### config.mk
export PLATFORM = sky130hd
export DESIGN_NAME = fifo_controller_flat
export DESIGN_NICKNAME = d
export VERILOG_FILES = /design/src/fifo_pkg.sv /design/src/fifo_link_if.sv /design/src/bit_sync.sv /design/src/fifo_controller.sv /design/src/flat_wrapper.sv
export SDC_FILE = /design/constraint.sdc
export NUM_CORES = 1
export LEC_CHECK = 0
export ABC_AREA = 1
export BUFFER_PORTS_ARGS = -buffer_cell sky130_fd_sc_hd__buf_2
export CAP_MARGIN = 30
export CORE_MARGIN = 2
export CORE_UTILIZATION = 51
export CTS_BUF_LIST = sky130_fd_sc_hd__clkbuf_4
export DETAILED_ROUTE_END_ITERATION = 10
export GPL_ROUTABILITY_DRIVEN = 0
export HOLD_SLACK_MARGIN = 0.1
export PLACE_DENSITY = 0.76
export SKIP_LAST_GASP = 1
export SYNTH_ARGS = -nofsm -noshare
export SYNTH_HDL_FRONTEND = slang
export SYNTH_SLANG_ARGS = --single-unit
### constraint.sdc
create_clock -name pclk -period 2.35 [get_ports pclk]
set_clock_uncertainty 0.15 [all_clocks]
set_input_delay 0.1175 -clock pclk [delete_from_list [all_inputs] [get_ports pclk]]
set_output_delay 0.1175 -clock pclk [all_outputs]
set_load 0.01 [all_outputs]
### src/fifo_pkg.sv
// Shared constants and types for the replay FIFO and its controller
package fifo_pkg;
	localparam int DATA_W = 9;
	localparam int FIFO_DEPTH = 131072;
	// Flag offsets used until software loads its own
	localparam int EMPTY_OFFSET_DEF = 7;
	localparam int FULL_OFFSET_DEF = 7;
	localparam int OFFSET_W = 9;
	// Timing
	localparam int CLK_PERIOD_NS = 25;
	localparam int REPLAY_PULSE_NS = 100;
	localparam int REPLAY_RECOVERY_NS = 100;
	localparam int MRESET_NS = 200;
	localparam int REPLAY_PULSE_CYC =
		(REPLAY_PULSE_NS + CLK_PERIOD_NS - 1) / CLK_PERIOD_NS;
	localparam int REPLAY_RECOVERY_CYC =
		(REPLAY_RECOVERY_NS + CLK_PERIOD_NS - 1) / CLK_PERIOD_NS;
	localparam int MRESET_CYC = (MRESET_NS + CLK_PERIOD_NS - 1) / CLK_PERIOD_NS;
	localparam int SEQ_CNT_W = 8;
	// Half period of the generated link clocks in pclk cycles (200 ns period)
	localparam int LINK_HALF_DEF = 4;
	localparam int LINK_DIV_W = 8;
	// Controller register map (APB byte addresses)
	localparam int APB_ADDR_W = 8;
	localparam logic [7:0] CFG_ADDR = 8'h00;
	localparam logic [7:0] CMD_ADDR = 8'h04;
	localparam logic [7:0] TX_ADDR = 8'h08;
	localparam logic [7:0] RX_ADDR = 8'h0c;
	localparam logic [7:0] STAT_ADDR = 8'h10;
	// CFG fields
	localparam int CFG_OFFS_BIT = 0;
	localparam int CFG_FL_BIT = 1;
	localparam int CFG_TOKIN_BIT = 2;
	localparam logic [2:0] CFG_RESET = 3'h6;
	// CMD fields (write one to start)
	localparam int CMD_MRST_BIT = 0;
	localparam int CMD_REPLAY_BIT = 1;
	localparam int CMD_READ_BIT = 2;
	// STAT fields
	localparam int ST_FULL_BIT = 0;
	localparam int ST_EMPTY_BIT = 1;
	localparam int ST_AF_BIT = 2;
	localparam int ST_AE_BIT = 3;
	localparam int ST_TOKOUT_BIT = 4;
	localparam int ST_BUSY_BIT = 5;
	localparam int ST_RXV_BIT = 6;
	localparam int ST_TXP_BIT = 7;
	localparam int ST_W = 8;
	typedef enum logic [1:0] {SEQ_IDLE, SEQ_MRESET, SEQ_REPLAY, SEQ_RECOVER}
		seq_state_t;
endpackage

### src/fifo_link_if.sv
// Pin-level link between the FIFO device and its controlling logic
`timescale 1ns/1ps
`default_nettype none
interface fifo_link_if;
	logic wclk;
	logic wen_n;
	logic [fifo_pkg::DATA_W-1:0] din;
	logic rclk;
	logic ren_n;
	logic [fifo_pkg::DATA_W-1:0] dout;
	logic full_flag_n;
	logic empty_flag_n;
	logic almost_full_flag_n;
	logic almost_empty_flag_n;
	logic replay_pulse;
	logic offset_access_n;
	logic first_load_n;
	logic token_in_n;
	logic token_out_n;
	logic master_reset_n;
	modport device_mp (
		input wclk, wen_n, din, rclk, ren_n, replay_pulse, offset_access_n,
		input first_load_n, token_in_n, master_reset_n,
		output dout, full_flag_n, empty_flag_n, almost_full_flag_n,
		output almost_empty_flag_n, token_out_n
	);
	modport ctrl_mp (
		output wclk, wen_n, din, rclk, ren_n, replay_pulse, offset_access_n,
		output first_load_n, token_in_n, master_reset_n,
		input dout, full_flag_n, empty_flag_n, almost_full_flag_n,
		input almost_empty_flag_n, token_out_n
	);
endinterface
`default_nettype wire

### src/bit_sync.sv
// Two-flop synchroniser for a vector of independent levels
`timescale 1ns/1ps
`default_nettype none
module bit_sync #(
	parameter int W = 1
) (
	input wire logic pclk,
	input wire logic presetn,
	input wire logic [W-1:0] d,
	output logic [W-1:0] q
);
	logic [W-1:0] meta_reg;

	// First stage feeds only the second stage
	always_ff @(posedge pclk or negedge presetn) begin
		if (!presetn) begin
			meta_reg <= '0;
			q <= '0;
		end else begin
			meta_reg <= d;
			q <= meta_reg;
		end
	end
endmodule
`default_nettype wire

### src/fifo_controller.sv
// APB-programmed controller that writes, reads and replays the FIFO
`timescale 1ns/1ps
`default_nettype none
module fifo_controller #(
	parameter int LINK_HALF = fifo_pkg::LINK_HALF_DEF
) (
	input wire logic pclk,
	input wire logic presetn,
	input wire logic [fifo_pkg::APB_ADDR_W-1:0] paddr,
	input wire logic psel,
	input wire logic penable,
	input wire logic pwrite,
	input wire logic [31:0] pwdata,
	output logic [31:0] prdata,
	output logic pready,
	output logic pslverr,
	fifo_link_if.ctrl_mp link
);
	import fifo_pkg::*;

	localparam int FW = ST_W - 3;
	logic [FW-1:0] flag_raw, flag_s;
	logic [DATA_W-1:0] dout_s;
	logic [2:0] cfg_reg;
	logic [DATA_W-1:0] tx_data_reg, rx_data_reg, din_reg;
	logic tx_pend_reg, rx_req_reg, rx_valid_reg, rd_wait_reg;
	logic wen_n_reg, ren_n_reg;
	seq_state_t state_reg;
	logic [SEQ_CNT_W-1:0] seq_cnt_reg;
	logic run;
	logic [1:0] lclk_reg, fall;
	logic [LINK_DIV_W-1:0] div_reg [2];
	logic wr_acc, rd_acc, mapped, seq_start;
	logic [31:0] rd_mux;

	// Returned flags and data are asynchronous to pclk
	// One slice only, so its own flags are the composite ones
	// and no ORing across devices is needed here
	assign flag_raw = {link.token_out_n, link.almost_empty_flag_n,
		link.almost_full_flag_n, link.empty_flag_n, link.full_flag_n};
	bit_sync #(.W(FW + DATA_W)) u_sync (
		.pclk(pclk),
		.presetn(presetn),
		.d({flag_raw, link.dout}),
		.q({flag_s, dout_s})
	);

	assign wr_acc = psel & penable & pwrite;
	assign rd_acc = psel & penable & ~pwrite;
	assign mapped = (paddr == CFG_ADDR) || (paddr == CMD_ADDR) ||
		(paddr == TX_ADDR) || (paddr == RX_ADDR) || (paddr == STAT_ADDR);
	assign pready = 1'b1;
	assign pslverr = psel & penable & ~mapped;
	assign run = (state_reg == SEQ_IDLE);
	// A write that starts a reset or replay stops the link clocks at once,
	// so no clock level or edge overlaps the pulse
	assign seq_start = run & wr_acc & (paddr == CMD_ADDR) &
		(pwdata[CMD_MRST_BIT] | pwdata[CMD_REPLAY_BIT]);

	// Link clock dividers; held low while a replay or reset is in progress
	for (genvar i = 0; i < 2; i++) begin : g_div
		assign fall[i] = run & lclk_reg[i] &
			(div_reg[i] == LINK_DIV_W'(LINK_HALF - 1));
		always_ff @(posedge pclk or negedge presetn) begin
			if (!presetn) begin
				div_reg[i] <= '0;
				lclk_reg[i] <= 1'b0;
			end else if (!run || seq_start) begin
				div_reg[i] <= '0;
				lclk_reg[i] <= 1'b0;
			end else if (div_reg[i] == LINK_DIV_W'(LINK_HALF - 1)) begin
				div_reg[i] <= '0;
				lclk_reg[i] <= ~lclk_reg[i];
			end else begin
				div_reg[i] <= div_reg[i] + LINK_DIV_W'(1);
			end
		end
	end

	// Sequencer for master reset and replay, both with a recovery gap
	always_ff @(posedge pclk or negedge presetn) begin
		if (!presetn) begin
			state_reg <= SEQ_IDLE;
			seq_cnt_reg <= '0;
		end else begin
			case (state_reg)
				SEQ_IDLE: begin
					if (wr_acc && paddr == CMD_ADDR && pwdata[CMD_MRST_BIT]) begin
						state_reg <= SEQ_MRESET;
						seq_cnt_reg <= SEQ_CNT_W'(MRESET_CYC - 1);
					end else if (wr_acc && paddr == CMD_ADDR &&
						pwdata[CMD_REPLAY_BIT]) begin
						state_reg <= SEQ_REPLAY;
						seq_cnt_reg <= SEQ_CNT_W'(REPLAY_PULSE_CYC - 1);
					end
				end
				SEQ_MRESET, SEQ_REPLAY: begin
					if (seq_cnt_reg == '0) begin
						state_reg <= SEQ_RECOVER;
						seq_cnt_reg <= SEQ_CNT_W'(REPLAY_RECOVERY_CYC - 1);
					end else begin
						seq_cnt_reg <= seq_cnt_reg - SEQ_CNT_W'(1);
					end
				end
				SEQ_RECOVER: begin
					if (seq_cnt_reg == '0) begin
						state_reg <= SEQ_IDLE;
					end else begin
						seq_cnt_reg <= seq_cnt_reg - SEQ_CNT_W'(1);
					end
				end
				default: state_reg <= SEQ_IDLE;
			endcase
		end
	end

	// Strap configuration
	always_ff @(posedge pclk or negedge presetn) begin
		if (!presetn) begin
			cfg_reg <= CFG_RESET;
		end else if (wr_acc && paddr == CFG_ADDR) begin
			cfg_reg <= pwdata[2:0];
		end
	end

	// Write path: enable low for one write clock period, then one high,
	// so the full flag seen at the next check is already up to date
	always_ff @(posedge pclk or negedge presetn) begin
		if (!presetn) begin
			tx_pend_reg <= 1'b0;
			tx_data_reg <= '0;
			wen_n_reg <= 1'b1;
			din_reg <= '0;
		end else if (state_reg == SEQ_MRESET) begin
			tx_pend_reg <= 1'b0;
			wen_n_reg <= 1'b1;
		end else begin
			if (fall[0] && !wen_n_reg) begin
				wen_n_reg <= 1'b1;
			end else if (fall[0] && tx_pend_reg && flag_s[ST_FULL_BIT]) begin
				wen_n_reg <= 1'b0;
				din_reg <= tx_data_reg;
				tx_pend_reg <= 1'b0;
			end
			// Own if, so a link clock fall in the same cycle never drops it
			if (wr_acc && paddr == TX_ADDR && !tx_pend_reg) begin
				tx_data_reg <= pwdata[DATA_W-1:0];
				tx_pend_reg <= 1'b1;
			end
		end
	end

	// Read path: data is taken one and a half read clock periods after the rising edge
	always_ff @(posedge pclk or negedge presetn) begin
		if (!presetn) begin
			rx_req_reg <= 1'b0;
			ren_n_reg <= 1'b1;
			rd_wait_reg <= 1'b0;
			rx_valid_reg <= 1'b0;
			rx_data_reg <= '0;
		end else if (state_reg == SEQ_MRESET) begin
			rx_req_reg <= 1'b0;
			ren_n_reg <= 1'b1;
			rd_wait_reg <= 1'b0;
			rx_valid_reg <= 1'b0;
		end else begin
			if (wr_acc && paddr == CMD_ADDR && pwdata[CMD_READ_BIT]) begin
				rx_req_reg <= 1'b1;
			end
			if (fall[1] && !ren_n_reg) begin
				ren_n_reg <= 1'b1;
				rd_wait_reg <= 1'b1;
			end else if (fall[1] && rd_wait_reg) begin
				rd_wait_reg <= 1'b0;
				rx_data_reg <= dout_s;
			end else if (fall[1] && rx_req_reg && flag_s[ST_EMPTY_BIT]) begin
				ren_n_reg <= 1'b0;
				rx_req_reg <= 1'b0;
			end
			// Capture sets valid and wins over a clearing read of RX
			if (fall[1] && rd_wait_reg) begin
				rx_valid_reg <= 1'b1;
			end else if (rd_acc && paddr == RX_ADDR) begin
				rx_valid_reg <= 1'b0;
			end
		end
	end

	// Read data is registered in the setup cycle, ready for the access
	always_comb begin
		rd_mux = '0;
		case (paddr)
			CFG_ADDR: rd_mux[2:0] = cfg_reg;
			RX_ADDR: rd_mux[DATA_W-1:0] = rx_data_reg;
			TX_ADDR: rd_mux[DATA_W-1:0] = tx_data_reg;
			STAT_ADDR: begin
				rd_mux[FW-1:0] = flag_s;
				rd_mux[ST_BUSY_BIT] = ~run;
				rd_mux[ST_RXV_BIT] = rx_valid_reg;
				rd_mux[ST_TXP_BIT] = tx_pend_reg;
			end
			default: rd_mux = '0;
		endcase
	end

	always_ff @(posedge pclk or negedge presetn) begin
		if (!presetn) begin
			prdata <= '0;
		end else if (psel && !penable) begin
			prdata <= rd_mux;
		end
	end

	assign link.wclk = lclk_reg[0];
	assign link.rclk = lclk_reg[1];
	assign link.wen_n = wen_n_reg;
	assign link.ren_n = ren_n_reg;
	assign link.din = din_reg;
	assign link.replay_pulse = (state_reg == SEQ_REPLAY);
	assign link.master_reset_n = (state_reg != SEQ_MRESET);
	assign link.offset_access_n = cfg_reg[CFG_OFFS_BIT];
	assign link.first_load_n = cfg_reg[CFG_FL_BIT];
	assign link.token_in_n = cfg_reg[CFG_TOKIN_BIT];
endmodule
`default_nettype wire

### src/flat_wrapper.sv
// flat-port wrapper written by rule: the top's interface ports become plain ports
module fifo_controller_flat import fifo_pkg::*;
#(
	parameter int LINK_HALF = fifo_pkg::LINK_HALF_DEF
)
  (pclk, presetn, paddr, psel, penable, pwrite, pwdata, prdata, pready, pslverr, link_wclk, link_wen_n, link_din, link_rclk, link_ren_n, link_replay_pulse, link_offset_access_n, link_first_load_n, link_token_in_n, link_master_reset_n, link_dout, link_full_flag_n, link_empty_flag_n, link_almost_full_flag_n, link_almost_empty_flag_n, link_token_out_n);
  fifo_link_if link_i ();
  input wire logic pclk;
  input wire logic presetn;
  input wire logic [fifo_pkg::APB_ADDR_W-1:0] paddr;
  input wire logic psel;
  input wire logic penable;
  input wire logic pwrite;
  input wire logic [31:0] pwdata;
  output logic [31:0] prdata;
  output logic pready;
  output logic pslverr;
  output wire logic [$bits(link_i.wclk)-1:0] link_wclk;
  output wire logic [$bits(link_i.wen_n)-1:0] link_wen_n;
  output wire logic [$bits(link_i.din)-1:0] link_din;
  output wire logic [$bits(link_i.rclk)-1:0] link_rclk;
  output wire logic [$bits(link_i.ren_n)-1:0] link_ren_n;
  output wire logic [$bits(link_i.replay_pulse)-1:0] link_replay_pulse;
  output wire logic [$bits(link_i.offset_access_n)-1:0] link_offset_access_n;
  output wire logic [$bits(link_i.first_load_n)-1:0] link_first_load_n;
  output wire logic [$bits(link_i.token_in_n)-1:0] link_token_in_n;
  output wire logic [$bits(link_i.master_reset_n)-1:0] link_master_reset_n;
  input wire logic [$bits(link_i.dout)-1:0] link_dout;
  input wire logic [$bits(link_i.full_flag_n)-1:0] link_full_flag_n;
  input wire logic [$bits(link_i.empty_flag_n)-1:0] link_empty_flag_n;
  input wire logic [$bits(link_i.almost_full_flag_n)-1:0] link_almost_full_flag_n;
  input wire logic [$bits(link_i.almost_empty_flag_n)-1:0] link_almost_empty_flag_n;
  input wire logic [$bits(link_i.token_out_n)-1:0] link_token_out_n;
  assign link_wclk = link_i.wclk;
  assign link_wen_n = link_i.wen_n;
  assign link_din = link_i.din;
  assign link_rclk = link_i.rclk;
  assign link_ren_n = link_i.ren_n;
  assign link_replay_pulse = link_i.replay_pulse;
  assign link_offset_access_n = link_i.offset_access_n;
  assign link_first_load_n = link_i.first_load_n;
  assign link_token_in_n = link_i.token_in_n;
  assign link_master_reset_n = link_i.master_reset_n;
  assign link_i.dout = link_dout;
  assign link_i.full_flag_n = link_full_flag_n;
  assign link_i.empty_flag_n = link_empty_flag_n;
  assign link_i.almost_full_flag_n = link_almost_full_flag_n;
  assign link_i.almost_empty_flag_n = link_almost_empty_flag_n;
  assign link_i.token_out_n = link_token_out_n;
  fifo_controller #(.LINK_HALF(LINK_HALF)) u_core (.pclk(pclk), .presetn(presetn), .paddr(paddr), .psel(psel), .penable(penable), .pwrite(pwrite), .pwdata(pwdata), .prdata(prdata), .pready(pready), .pslverr(pslverr), .link(link_i));
endmodule
==> results.toml <==
[yosys]
avgSynthCellArea_sq_um = 8.62
synthFlopType = "dfrtp_1"
netlist_area_sq_um = 4770
ys_async_sr_fraction = 1.00
synthTopCellsByArea = "dfrtp_1, nand2_1, nand3_1"
syn_inst = 554
synth_cell_types = 36
ys_top_cells_by_count = "nand2_1, dfrtp_1, inv_1, nand3_1, nor2_1"
synth-edff-count = 0
yosysMostFrequentCell = "nand2_1"
ys_seq_elements = 101
yosysTopAreaCell = "dfrtp_1"
yosysTopAreaCellShare = 0.508
ys_seq_area_frac = 0.530
yosysWarningCount = 0

[place]
place_hpwl_um = 7030
portBuffers = 63
placed_area_sq_um = 5130

[die]
core_sq_um = 9150
dieArea_sq_um = 10200
num_rows = 35
die_y_um = 101
initial_core_util = 0.522
dieWidth_um = 101
ios = 111

[finish]
layout.nets = 728
syn2layout_area_growth_pct = 18.4
stdcell_area_sq_um = 5660
antenna_cells = 0
largest_reg_flops = 16
drive_gt1_frac = 0.165
fillers = 769

[power]
power_uw = 4360
p_per_area_nw_per_um2 = 771
irDropWorstVdd_uv = 415
leakagePower_uw = 0.00291

[grt]
grt_pass1_vias = 3649
overflow = 0
grt_pass1_wl_um = 16700
grt_max_degree = 49
grt_util_all_layers = 0.209
antenna_found_initial = 0

[sta]
hold_slack_ns = 0.143
period_minus_slack_ns = 2.31
max-slew-margin-rel = 0.587
finalSetupViolations = 0
drv_slew = 0
hold_violations = 0
fin_crit_sh = 0.982
worst_pin_slew_ns = 0.619
fmax_mhz = 433

[worst_setup_path]
crit_family = "buffers and inverters"
worst_setup_path_start_kind = "primary input"
slowest_stage = "dlygate4sd3_1"
worstPathArrival_ns = 2.56
crit_buf_inv = 5
crit_top_cell = "dlygate4sd3_1"
cp.required_ns = 2.60
crit_chain = "dlygate4sd3_1, buf_2, inv_2, nand2_4, nor3_4, nand3_1, dlygate4sd3_1, a31oi_1, dlygate4sd3_1"
crit_path_max_incr_delay_ns = 0.59
worstSetupEndpointType = "flop"
crit_fanout = 4
critPathKind = "primary input to flop"

[detailed_routing]
viasPerCell = 4.96
wl_per_cell_um = 12.8
vias = 3849
first_iter_violations = 240
drtPass1Iterations = 4
totalWireLength_um = 9940
drcViolationCount = 0
antenna_left = 0

[cts]
cts_sinks = 101
cts_tree = "built"
clk_root_buffer_cell = "clkbuf_4"
cts_setup_buffers = 0
clk_latency_ns = 0.46
clk_pin_slew_worst_paths_ns = 0.16
htree_levels = 3
numCtsBuffers = 9
clk_path_buf_depth = 2

[flow_run]
maxCapViolCount = 0

[status]
status = "finished clean"

[hold_path]
hp-class = "primary input to flop"
-- cell type report --
type	instances	area (sq um)	area share
multi-input cells	364	1810	0.320
flip-flops and latches	101	2530	0.448
inverters	76	285	0.0504
clock inverters	7	60.1	0.0106
clock buffers	9	67.6	0.0119
well taps	111	139	0.0246
repair buffers	108	763	0.135
-- cells by family (layout without fill, tap and decap cells) --
| logic type | after synthesis | after routing | synth area share |
|---|---|---|---|
| fa+ha+maj | 9 | 9 | 0.0236 |
| simple gates | 272 | 272 | 0.256 |
| xor+xnor | 11 | 11 | 0.0202 |
| flops | 101 | 101 | 0.530 |
| compound gates | 48 | 48 | 0.0574 |
| buf+inv | 111 | 200 | 0.111 |
| other cells | 2 | 24 | 0.00157 |
-- where the power goes --
| group | internal (uW) | leakage (uW) | switching [uW] |
|---|---|---|---|
| logic | 506 | 0.00159 | 888 |
| registers | 1950 | 0.00127 | 163 |
| clock network | 231 | 0.0000542 | 618 |
-- what timing repair did --
| action | CTS | global route |
|---|---|---|
| hold buffers | 37 | 1 |
| endpoints found under the hold margin | 139 | 1 |
| setup endpoints to repair | 0 | 1 |
| gates resized for setup | 0 | 4 |
-- layer usage --
layer,GRT usage,vias to the layer above,part of all wire
li1,-,1910,-
met1,0.268,1801,0.43
met2,0.345,111,0.48
met3,0.0395,27,0.052
met4,0.0969,0,0.030
met5,0,-,0
-- cells in the final DEF, fill, tap and decap left out, drive strengths merged, types with 18 or more instances in the layout --
master	instances
conb	24
inv	75
nor2	52
o21ai	31
buf	70
dlygate4sd3	38
nand2	135
nand4	18
nand3	59
dfrtp	97
-- worst paths after layout --
check | start | end | slack, ns | cells past startpoint
worst min-delay path | link_dout[8] | u_core.u_sync.meta_reg[8] | 0.14 | 2
min in group asynchronous | presetn | u_core.tx_data_reg[5] | 0.59 | 3
worst max register to register | u_core.tx_data_reg[8] | u_core.prdata[8] | 0.31 | 4
worst min register to register | u_core.u_sync.meta_reg[5] | u_core.u_sync.q[5] | 0.22 | 0
max in group asynchronous | presetn | u_core.link.wen_n | 0.77 | 4
worst max-delay path | paddr[0] | u_core.prdata[8] | 0.04 | 9
-- through the flow --
step	TNS, ns	utilization	std cells	setup slack [ns]
5_1_grt	-0.00215	0.618	776	-0.00215
3_3_place_gp	0	0.561	722	0.433
3_5_place_dp	0	0.561	722	0.362
2_1_floorplan	0	-	576	0.705
4_1_cts	0	0.615	775	0.0486
6_report	0	0.618	776	0.0418
Note: power is estimated with default switching activity, not from simulation.
